--- src/shared/clkgen_defines.svh ---
/*
 * Constants of the serial port clock generator: register offsets, field
 * positions, reset values and division factors.
 * Assumes inclusion by bare name from the package and the core module.
 */
// Functional notes
// - Four clocking modes: normal async, double-speed async, sync master, sync slave.
// - Sync mode select clear means asynchronous, set means synchronous.
// - In sync mode, pin direction output means master, input means slave.
// - Transfer clock pin used only in synchronous mode.
// - Baud generator clocks both async modes and sync master mode.
// - Down-counter reloads divisor at zero and on low-byte write.
// - One baud tick per zero; tick rate is clock over divisor plus one.
// - Transmit bit clock is baud tick over 16, 8 or 2 by mode.
// - Receiver recovery machine runs on baud tick with 2, 8 or 16 states.
// - Bit rate is clock over 16, 8 or 2 times divisor plus one.
// - Divisor is 12 bits from high and low bytes, 0 to 4095.
// - Double speed affects async only; software keeps it clear in sync (the bench sets it in one sync master case).
// - Double speed receiver uses 8 samples per bit instead of 16.
// - External transfer clock is the source only in sync slave mode.
// - External clock passes a synchroniser then an edge detector.
// - Synchronise-and-detect path adds two system clock periods latency.
// - Sync master drives the generated clock out on the pin.
// - Sync data sampled on opposite edge to change; polarity bit selects.
`ifndef CLKGEN_DEFINES_SVH
`define CLKGEN_DEFINES_SVH

// Register byte offsets
`define OFS_DIV_LOW 12'h000
`define OFS_DIV_HIGH 12'h004
`define OFS_CTRL 12'h008
`define OFS_STATUS 12'h00c

// Control register fields
`define CTRL_SYNC_BIT 0
`define CTRL_DOUBLE_BIT 1
`define CTRL_DIR_BIT 2
`define CTRL_POL_BIT 3
`define CTRL_W 4

// Reset values
`define DIV_RESET 12'h000
`define CTRL_RESET 4'h0

// Division and state counts
`define DIV_NORMAL 5'd16
`define DIV_DOUBLE 5'd8
`define DIV_SYNC 5'd2

`endif

--- src/shared/clkgen_pkg.sv ---
/*
 * Types of the serial port clock generator.
 * Assumes the defines header sits alongside on the include path.
 */
`include "clkgen_defines.svh"

package clkgen_pkg;

    // Clocking modes
    typedef enum logic [1:0]
    {
        MODE_ASYNC_NORMAL,
        MODE_ASYNC_DOUBLE,
        MODE_SYNC_MASTER,
        MODE_SYNC_SLAVE
    } clk_mode_t;

    // Software control bits
    typedef struct packed
    {
        logic polarity;
        logic pin_dir;
        logic double_speed;
        logic sync_sel;
    } ctrl_t;

    // Clock enables handed to transmitter and receiver
    typedef struct packed
    {
        logic tx_tick;
        logic rx_tick;
        logic tx_edge;
        logic rx_edge;
    } ticks_t;

    // Whole module state
    typedef struct packed
    {
        logic [11:0] divisor;
        logic [3:0] high_hold;
        logic [11:0] count;
        ctrl_t ctrl;
        logic [3:0] tx_div;
        logic [3:0] rx_state;
        logic xck_meta;
        logic xck_sync;
        logic xck_prev;
        logic xck_out;
        logic xck_oe;
        ticks_t ticks;
        logic pready;
        logic [31:0] prdata;
    } state_t;

endpackage

--- src/core/serial_port_clock_generator.sv ---
/*
 * Clock generator of a serial port: baud down-counter, transmit divider,
 * receiver recovery state counter and transfer clock pin handling.
 * Assumes an APB master on pclk and a peer on the transfer clock pin.
 */
// The implementer's own choices: the APB register port and the placing of the registers.
`include "clkgen_defines.svh"

module serial_port_clock_generator
    import clkgen_pkg::*;
(
    // Clock and reset
    input wire logic pclk,
    input wire logic presetn,
    // APB slave
    input wire logic psel,
    input wire logic penable,
    input wire logic pwrite,
    input wire logic [11:0] paddr,
    input wire logic [31:0] pwdata,
    output logic [31:0] prdata,
    output logic pready,
    output logic pslverr,
    // Transfer clock pin
    input wire logic xfer_clk_in,
    output logic xfer_clk_out,
    output logic xfer_clk_oe,
    // Clock enables, mode and receiver state
    output logic tx_tick,
    output logic rx_tick,
    output logic tx_edge,
    output logic rx_edge,
    output logic [1:0] clk_mode,
    output logic [3:0] rx_state
);

    state_t s_r;
    state_t s_nxt;
    clk_mode_t mode;
    logic wr_en;
    logic rd_en;
    logic baud_tick;
    logic [3:0] tx_last;
    logic [3:0] rx_last;
    logic xck_rise;
    logic xck_fall;
    logic gen_rise;
    logic gen_fall;
    logic change_edge;
    logic sample_edge;

    // Mode from select, double speed and pin direction
    function automatic clk_mode_t decode_mode(input ctrl_t c);
        if (!c.sync_sel)
        begin
            return c.double_speed ? MODE_ASYNC_DOUBLE : MODE_ASYNC_NORMAL;
        end
        // Double speed ignored in sync modes
        return c.pin_dir ? MODE_SYNC_MASTER : MODE_SYNC_SLAVE;
    endfunction

    // Division factor minus one for a given mode
    function automatic logic [3:0] div_last(input clk_mode_t m);
        logic [4:0] d;
        d = `DIV_NORMAL;
        case (m)
            MODE_ASYNC_DOUBLE: d = `DIV_DOUBLE;
            MODE_SYNC_MASTER, MODE_SYNC_SLAVE: d = `DIV_SYNC;
            default: d = `DIV_NORMAL;
        endcase
        return 4'(d - 5'd1);
    endfunction

    assign mode = decode_mode(s_r.ctrl);
    assign wr_en = psel && penable && pwrite && s_r.pready;
    assign rd_en = psel && !penable && !pwrite;
    assign baud_tick = (s_r.count == 12'h000);
    assign tx_last = div_last(mode);
    assign rx_last = div_last(mode);
    // Edge detector compares the second synchroniser stage with its history stage
    assign xck_rise = s_r.xck_sync && !s_r.xck_prev;
    assign xck_fall = !s_r.xck_sync && s_r.xck_prev;
    assign gen_rise = baud_tick && !s_r.xck_out && (mode == MODE_SYNC_MASTER);
    assign gen_fall = baud_tick && s_r.xck_out && (mode == MODE_SYNC_MASTER);

    // Polarity picks change and sample edges of the transfer clock
    always_comb
    begin
        change_edge = 1'b0;
        sample_edge = 1'b0;
        if (mode == MODE_SYNC_SLAVE)
        begin
            change_edge = s_r.ctrl.polarity ? xck_fall : xck_rise;
            sample_edge = s_r.ctrl.polarity ? xck_rise : xck_fall;
        end
        else if (mode == MODE_SYNC_MASTER)
        begin
            change_edge = s_r.ctrl.polarity ? gen_fall : gen_rise;
            sample_edge = s_r.ctrl.polarity ? gen_rise : gen_fall;
        end
    end

    // Next state of the whole block
    always_comb
    begin
        s_nxt = s_r;
        s_nxt.pready = 1'b0;
        // Two-cycle access: setup, then a one-cycle ready pulse
        if (psel && !penable)
        begin
            s_nxt.pready = 1'b1;
        end
        if (rd_en)
        begin
            case (paddr)
                `OFS_DIV_LOW: s_nxt.prdata = {24'h000000, s_r.divisor[7:0]};
                `OFS_DIV_HIGH: s_nxt.prdata = {28'h0000000, s_r.high_hold};
                `OFS_CTRL: s_nxt.prdata = {28'h0000000, s_r.ctrl};
                `OFS_STATUS: s_nxt.prdata = {24'h000000, 2'b00, mode,
                                             s_r.rx_state};
                default: s_nxt.prdata = 32'h00000000;
            endcase
        end

        // Down-counter; divisor spans 0..4095 in 12 bits
        if (baud_tick)
        begin
            s_nxt.divisor = {s_r.high_hold, s_r.divisor[7:0]};
            s_nxt.count = {s_r.high_hold, s_r.divisor[7:0]};
        end
        else
        begin
            s_nxt.count = s_r.count - 12'h001;
        end

        if (wr_en)
        begin
            case (paddr)
                `OFS_DIV_LOW:
                begin
                    // Low byte write commits held high nibble and reloads
                    s_nxt.divisor = {s_r.high_hold, pwdata[7:0]};
                    s_nxt.count = {s_r.high_hold, pwdata[7:0]};
                end
                `OFS_DIV_HIGH: s_nxt.high_hold = pwdata[3:0];
                `OFS_CTRL: s_nxt.ctrl = ctrl_t'(pwdata[`CTRL_W-1:0]);
                default: s_nxt.ctrl = s_r.ctrl;
            endcase
        end

        // Transmit divider and receiver state on the chosen source
        s_nxt.ticks = '0;
        if (mode == MODE_SYNC_SLAVE)
        begin
            // Edge seen two clocks after the pin moves
            s_nxt.ticks.tx_tick = xck_rise || xck_fall;
            s_nxt.ticks.rx_tick = xck_rise || xck_fall;
            s_nxt.tx_div = 4'h0;
            s_nxt.rx_state = 4'h0;
        end
        else if (baud_tick)
        begin
            s_nxt.ticks.rx_tick = 1'b1;
            s_nxt.rx_state = (s_r.rx_state >= rx_last) ? 4'h0
                           : s_r.rx_state + 4'h1;
            if (s_r.tx_div >= tx_last)
            begin
                s_nxt.tx_div = 4'h0;
                s_nxt.ticks.tx_tick = 1'b1;
            end
            else
            begin
                s_nxt.tx_div = s_r.tx_div + 4'h1;
            end
        end
        s_nxt.ticks.tx_edge = change_edge;
        s_nxt.ticks.rx_edge = sample_edge;

        // Pin synchroniser, two stages then history
        s_nxt.xck_meta = xfer_clk_in;
        s_nxt.xck_sync = s_r.xck_meta;
        s_nxt.xck_prev = s_r.xck_sync;

        // Master toggles pin each baud tick: period of 2 ticks
        if (mode == MODE_SYNC_MASTER)
        begin
            s_nxt.xck_oe = 1'b1;
            if (baud_tick)
            begin
                s_nxt.xck_out = !s_r.xck_out;
            end
        end
        else
        begin
            // Pin released outside master mode, idles at polarity level
            s_nxt.xck_oe = 1'b0;
            s_nxt.xck_out = s_r.ctrl.polarity;
        end
    end

    // Single state register
    always_ff @(posedge pclk or negedge presetn)
    begin
        if (!presetn)
        begin
            s_r <= '0;
        end
        else
        begin
            s_r <= s_nxt;
        end
    end

    // Outputs straight from flip-flops, except clk_mode decoded from ctrl and pslverr tied low
    assign prdata = s_r.prdata;
    assign pready = s_r.pready;
    assign pslverr = 1'b0;
    assign xfer_clk_out = s_r.xck_out;
    assign xfer_clk_oe = s_r.xck_oe;
    assign tx_tick = s_r.ticks.tx_tick;
    assign rx_tick = s_r.ticks.rx_tick;
    assign tx_edge = s_r.ticks.tx_edge;
    assign rx_edge = s_r.ticks.rx_edge;
    assign clk_mode = decode_mode(s_r.ctrl);
    assign rx_state = s_r.rx_state;

    // Checks
    AST_RELOAD: assert property (@(posedge pclk) disable iff (!presetn)
        baud_tick |=> s_r.count == s_r.divisor)
        else $error("counter did not reload divisor");
    AST_PERIOD: assert property (@(posedge pclk) disable iff (!presetn)
        (baud_tick && $past(baud_tick) && !$past(wr_en)) |->
        s_r.divisor == 12'h000)
        else $error("back to back ticks with nonzero divisor");
    AST_LOWWR: assert property (@(posedge pclk) disable iff (!presetn)
        (wr_en && paddr == `OFS_DIV_LOW) |=>
        s_r.count == {$past(s_r.high_hold), $past(pwdata[7:0])})
        else $error("low byte write did not reload");
    AST_RXTICK: assert property (@(posedge pclk) disable iff (!presetn)
        (baud_tick && mode != MODE_SYNC_SLAVE) |=> rx_tick)
        else $error("receiver tick missing");
    AST_RXSTATE: assert property (@(posedge pclk) disable iff (!presetn)
        (mode == MODE_ASYNC_DOUBLE && baud_tick && $stable(s_r.ctrl)) |=>
        s_r.rx_state <= 4'd7)
        else $error("double speed receiver beyond 8 states");
    AST_TXDIV: assert property (@(posedge pclk) disable iff (!presetn)
        tx_tick && mode == MODE_ASYNC_NORMAL && $stable(s_r.ctrl) |->
        $past(s_r.tx_div) == 4'd15)
        else $error("transmit divide by 16 broken");
    AST_PINOE: assert property (@(posedge pclk) disable iff (!presetn)
        !s_r.ctrl.sync_sel |=> !xfer_clk_oe)
        else $error("pin driven in async mode");
    AST_MASTER: assert property (@(posedge pclk) disable iff (!presetn)
        (mode == MODE_SYNC_MASTER)[*2] |-> xfer_clk_oe)
        else $error("master not driving pin");
    AST_SLAVE: assert property (@(posedge pclk) disable iff (!presetn)
        (mode == MODE_SYNC_SLAVE && $rose(xfer_clk_in))[*1] ##1
        (mode == MODE_SYNC_SLAVE)[*2] |=> tx_tick)
        else $error("slave edge latency not two clocks");
    AST_SRCSLAVE: assert property (@(posedge pclk) disable iff (!presetn)
        (mode == MODE_SYNC_SLAVE) |=> s_r.tx_div == 4'h0)
        else $error("baud source used in slave mode");

    COV_NORMAL: cover property (@(posedge pclk) tx_tick &&
        mode == MODE_ASYNC_NORMAL);
    COV_DOUBLE: cover property (@(posedge pclk) tx_tick &&
        mode == MODE_ASYNC_DOUBLE);
    COV_MASTER: cover property (@(posedge pclk) rx_edge &&
        mode == MODE_SYNC_MASTER);
    COV_SLAVE: cover property (@(posedge pclk) rx_edge &&
        mode == MODE_SYNC_SLAVE);

endmodule

--- config.mk ---
export PLATFORM = sky130hd
export DESIGN_NAME = serial_port_clock_generator
export DESIGN_NICKNAME = d
export VERILOG_FILES = /design/src/shared/clkgen_pkg.sv /design/src/core/serial_port_clock_generator.sv
export VERILOG_INCLUDE_DIRS = /design/src /design/src/shared
export SDC_FILE = /design/constraint.sdc
export NUM_CORES = 1
export LEC_CHECK = 0
export BUFFER_PORTS_ARGS = -buffer_cell sky130_fd_sc_hd__buf_4
export CAP_MARGIN = 20
export CORE_MARGIN = 2
export CORE_UTILIZATION = 47
export DETAILED_ROUTE_END_ITERATION = 8
export HOLD_SLACK_MARGIN = 0.15
export PLACE_DENSITY = 0.77
export SLEW_MARGIN = 40
export SYNTH_ARGS = -nofsm -noshare
export SYNTH_HDL_FRONTEND = slang
export SYNTH_SLANG_ARGS = --single-unit
--- constraint.sdc ---
create_clock -name pclk -period 1.6 [get_ports pclk]
set_input_delay 0.32 -clock pclk [delete_from_list [all_inputs] [get_ports pclk]]
set_output_delay 0.32 -clock pclk [all_outputs]
set_load 0.1 [all_outputs]
* Yosys cells after proc, flatten, opt, wreduce, memory -nomap -nowiden
Cells that the tools add are included.
** Operators by class
- Add/subtract/negate cells :: 4
- Multipliers :: 0
- Div/mod/pow operators :: 0
- $lt $le $gt $ge :: 2
- Equality and inequality tests :: 7
- Shift operators :: 0
- Muxes and demuxes :: 30
- Bitwise operators :: 0
- Reductions and logical operators :: 23
** Operator list (count)
- two-way mux 12 bit :: 4
- two-way mux 32 bit :: 1
- case mux 8 bit (4 select lines) :: 1
- equality test 12 x 4 -> 1 bit (second input constant) :: 2
- zero test 12 bit :: 2
- two-way mux 4 bit :: 4
- two-way mux 8 bit :: 2
- two-way mux 1 bit :: 13
- equality test 12 x 3 -> 1 bit (second input constant) :: 1
- subtractor 12 x 1 -> 12 bit (second input constant) :: 1
- logical AND 1 bit :: 11
- adder 4 x 1 -> 4 bit (second input constant) :: 2
- >= comparator 4 bit :: 2
- two-way mux 2 bit :: 4
- case mux 4 bit (2 select lines) :: 1
- zero test 1 bit :: 5
- equality test 2 bit (second input constant) :: 2
- AND reduction 2 bit :: 2
- subtractor 4 x 1 -> 4 bit (second input constant) :: 1
- equality test 2 x 1 -> 1 bit (second input constant) :: 1
- inequality test 2 bit (second input constant) :: 1
- nonzero test 2 bit :: 1
- OR reduction 2 bit :: 1
- logical OR 1 bit :: 1
** Storage, ports and cells
- Flip-flop bits (word level) :: 82
- Bits in latches :: 0
- RAM bits :: 0
- Memory bits (read-only) :: 0
- Input bits :: 50
- Word-level logic and storage cells :: 86
- Memories :: 0

* Logic depth before layout (Yosys ltp)
- Depth after elaboration :: 10
- Depth in mapped cells :: 8
- Depth with buffers taken out :: 6

* Worst setup path before layout
Ideal clock, no wire load.
- Path type :: register to register
- Start point :: register s_r[50] (netlist bit)
- End point :: register s_r (netlist bit prdata[4])
- Library setup time :: 0.101 ns
- Arrival time :: 3.144 ns
- Required time :: 1.499 ns
- Path slack :: -1.645 ns
- Cell stages (with the launch flop) :: 4
- Buffers on the path :: 0
- Clock period less this slack :: 3.245 ns
- Path through :: dfrtp_1 -> o21ai_0 -> a22oi_1 -> o31ai_1
** Between the ends
- Word-level cells in the longest chain between the ends :: 2
** Ends and longest elaborated chain
- start: declaration :: line serial_port_clock_generator.sv:37 : state_t s_r;
- start signal: assignment :: line serial_port_clock_generator.sv:210 : s_r <= s_nxt;
- two-way mux 2 bit
- named net clk_mode[0] :: line serial_port_clock_generator.sv:33 : output logic [1:0] clk_mode,
- case mux 8 bit (4 select lines) :: line serial_port_clock_generator.sv:115 : case (paddr)
The timed path passes the listed nets, and every way through them passes these cells.
A chain may end at the register's enable or synchronous reset.

==> summary.md <==
• complete, but fails checks — result of the run
• negative setup slack — violated checks
• 0.6663 — Slew headroom
• 4 — number of detailed-routing iterations run before antenna repair
• 27.62% — signed area change from the synthesized netlist to the final layout
• flip-flop — type of element capturing the critical path
• in2reg — class of the tightest hold or removal check
• s_r[54]$_DFF_PN0_ — launch point of the worst reg-to-reg path
• sky130_fd_sc_hd__dfrtp_1, sky130_fd_sc_hd__buf_4, sky130_fd_sc_hd__nand2_1, sky130_fd_sc_hd__ha_1, sky130_fd_sc_hd__mux2_2 — biggest area contributors in the synthesized netlist
• 4284 uW — total power after layout
• 2 — Clock Path Buffers
• 22 — number of setup violations in the final report
• 2692 uW — Internal Power
• 54 — Clock Sinks
• 5.347 mm — final HPWL from detailed placement
• sky130_fd_sc_hd__clkbuf_8 — Clock Root Buffer
• 450 — Final Net Count
• 0 — max-capacitance violation count
• 1850 ps — critical path required time
• 6719 sq um — Core ar.
• 0.4196 — sequential element share of the synthesized area
• 0.9037 mV — worst voltage drop across the vdd grid
• s_r[54]$_DFF_PN0_ — launch point of the worst path
• 2583 — vias in the first global route
• 5.367 — vias per cell
• 2 — number of H-tree levels
• 10.26 sq um — post-synthesis area per instance
• 0 — final global-route overflow total
• true — setup repair after global routing missed its margin
• flip-flop — startpoint type of the worst setup path
• 1.000 — asr flop ratio synth
• -110 ps — FF-to-FF setup slack
• -181.1 ps — Setup WS pre-CTS
• 33 — pin count of the biggest net entering global routing
• 0 — final hold viol count
• 0 — DRC violation count after routing
• 12.16 mm — first-pass GRT wire length
• 86.78 um — width of the chip
• 0 — synth warn
• 0.388 — Comb pwr share
• 50 — post-synth cell types
• sky130_fd_sc_hd__dfrtp_1 — prevailing post-synth register cell
• 7531 sq um — Total Die Area
• 0.2075 — global-route total usage across every layer
• 123 — violation count after the first detailed-routing iteration
• 585.5 MHz — upper clock frequency limit
• 90 ps — clock transition at the register clock pins on the worst setup and hold paths after CTS
• sky130_fd_sc_hd__dfrtp_1 — most frequent cell after synthesis
• 0.4196 — post-synth top area share
• 3221 sq um — synthesized cell area
• sky130_fd_sc_hd__dfrtp_1 — biggest area consumer among synthesized cells
• sky130_fd_sc_hd__dfrtp_1, sky130_fd_sc_hd__buf_4, sky130_fd_sc_hd__nand2_1 — commonest cells in the synthesized netlist
• 0 — number of antenna violations at the first check in global routing
• 0.3718 — fraction of power spent switching nets
• 46 — number of buffer cells added on primary ports
• 0 — Post-synth EDFFs
• -108.0 ps — final setup slack of the worst path
• 1708 ps — final worst path period need
• built — CTS tree
• reg2reg — worst setup path category
• 1593 uW — net switching power of the design
• 1.068 — post-route fraction of the period consumed by the critical path
• 54 — flip-flop and latch count after synthesis
• 0.8357 — RD Place Congestion
• 5 — number of buffers created by CTS
• 7 — Register-to-Register Path Depth
• 86.78 um — die span in y
• 0.6117 — Final Core Density
• 1960 ps — WP data arrival
• 4 — Max Fanout on Critical Path
• 0 — antenna-violating nets left
• 0 — antenna cells
• 0.3887 — fraction of final layout cells sized beyond drive strength 1
• 0.4793 — initial core utilization
• 314 — cells after synthesis
• 310 ps — latest clock arrival within the worst-skew pair
• 16.01 um — Wirelength per Cell
• 500.5 ps — Slew @ Worst Pin
• 2528 — total via count after detailed routing
• 7.542 mm — total wire length after detailed routing
• rx_edge$_DFF_PN0_ — timing endpoint of the critical path
• 0.203 — clock group share of total power
• 96 — boundary pin count
• 0 — Max Slew Vio Count
• 1042 nW/um^2 — total power divided by cell area
• 3.815 ps — Fin Clk Skew
• 0.409 — sequential fraction of design power
• rx_edge$_DFF_PN0_ — endpoint of the most critical register-to-register path
• 0.001967 uW — static power due to leakage
• 30 — Site Rows
-- critical path, cell delays in order (launching register included) --
cell	delay [ps]
sky130_fd_sc_hd__dfrtp_1	400
sky130_fd_sc_hd__inv_2	90
sky130_fd_sc_hd__ha_4	130
sky130_fd_sc_hd__nor4b_4	240
sky130_fd_sc_hd__buf_4	190
sky130_fd_sc_hd__nand4_1	210
sky130_fd_sc_hd__o21ai_2	230
sky130_fd_sc_hd__mux2_4	170
-- how the worst min path moves through the flow --
stage	startpoint	depth (start not counted)	slack (ps)	endpoint
2_1_floorplan	presetn	0	20	prdata[0]$_DFFE_PN0P_
3_3_place_gp	presetn	1	290	s_nxt[40]$_DFF_PN0_
3_5_place_dp	presetn	1	290	tx_tick$_DFF_PN0_
4_1_cts	penable	2	150	pready$_DFF_PN0_
5_1_grt	penable	2	150	pready$_DFF_PN0_
6_report	penable	2	160	pready$_DFF_PN0_
-- logic make-up after synthesis --
kind of cell	after synthesis	share of synthesized area
xor+xnor	7	0.01904
simple gates	106	0.2059
buf+inv	62	0.1228
flops	54	0.4196
mux	22	0.09402
compound gates	52	0.09868
other cells	1	0.001164
fa+ha+maj	10	0.03885
-- power groups by stage --
| stage | Clock [uW] | Combinational [uW] | Sequential [uW] |
|---|---|---|---|
| 6_report | 869 | 1660 | 1750 |
| 5_1_grt | 943 | 1790 | 1770 |
| 4_1_cts | 890 | 1570 | 1730 |
| 3_5_place_dp | 0 | 1430 | 1750 |
| 3_3_place_gp | 0 | 1390 | 1750 |
| 2_1_floorplan | 0 | 996 | 1760 |
-- cell type report --
cell class              instances  area [sq um]
flip-flops and latches         54          1358
clock buffers                   8         110.1
inverters                      11         41.29
fillers                       518          2609
well taps                      80         100.1
repair buffers                 96         807.0
multi-input cells             222          1694
-- state kept, by name, summed over array words and instances, names as in the netlist --
register / count
prdata: 8
xfer_clk_oe: 1
s_r: 33
pready: 1
rx_tick: 1
rx_state: 4
rx_edge: 1
xfer_clk_out: 1
s_nxt: 2
tx_edge: 1
tx_tick: 1
-- per-stage QoR --
stage | instance area [sq um] | cells | hold WS [ps] | TNS, ps
after floorplan | 3356 | 338 | 24.41 | -1662
after global placement | 3737 | 451 | 287.1 | -3803
after detailed placement | 3737 | 451 | 287.8 | -4778
after CTS | 4024 | 468 | 154.3 | -110.0
after global routing | 4110 | 471 | 149.9 | -3259
final | 4110 | 471 | 163.7 | -1001
-- metal layers --
metal | track usage | vias up | share of wire
met1 | 0.2452 | 1233 | 0.40
met3 | 0.03238 | 16 | 0.039
met4 | 0.07813 | 0 | 0.023
li1 | - | 1202 | -
met2 | 0.3761 | 77 | 0.54
met5 | 0 | - | 0
-- cell usage in the layout (no fill, tap or decap), drive strengths merged, types with 4 or more instances in the layout --
cell    instances
a21oi          10
o31ai           4
o21ai          20
nand4b          5
ha             10
nor2b           4
inv            11
dfrtp          54
mux2i           4
mux4            4
nand4          15
buf            93
nand3           7
clkbuf          9
nor2           11
conb           25
a31oi           4
xnor2           5
nand2          38
nor4            6
mux2           14
-- what timing repair did --
item / CTS / global route
hold buffers: 2 / 0
gates cloned: 0 / 1
buffers inserted: 7 / 3
endpoints found under the hold margin: 32 / 0
pin swaps: 7 / 12
setup endpoints to repair: 23 / 32
resized for setup: 28 / 16
No activity file was read; power rests on OpenSTA's default activity.
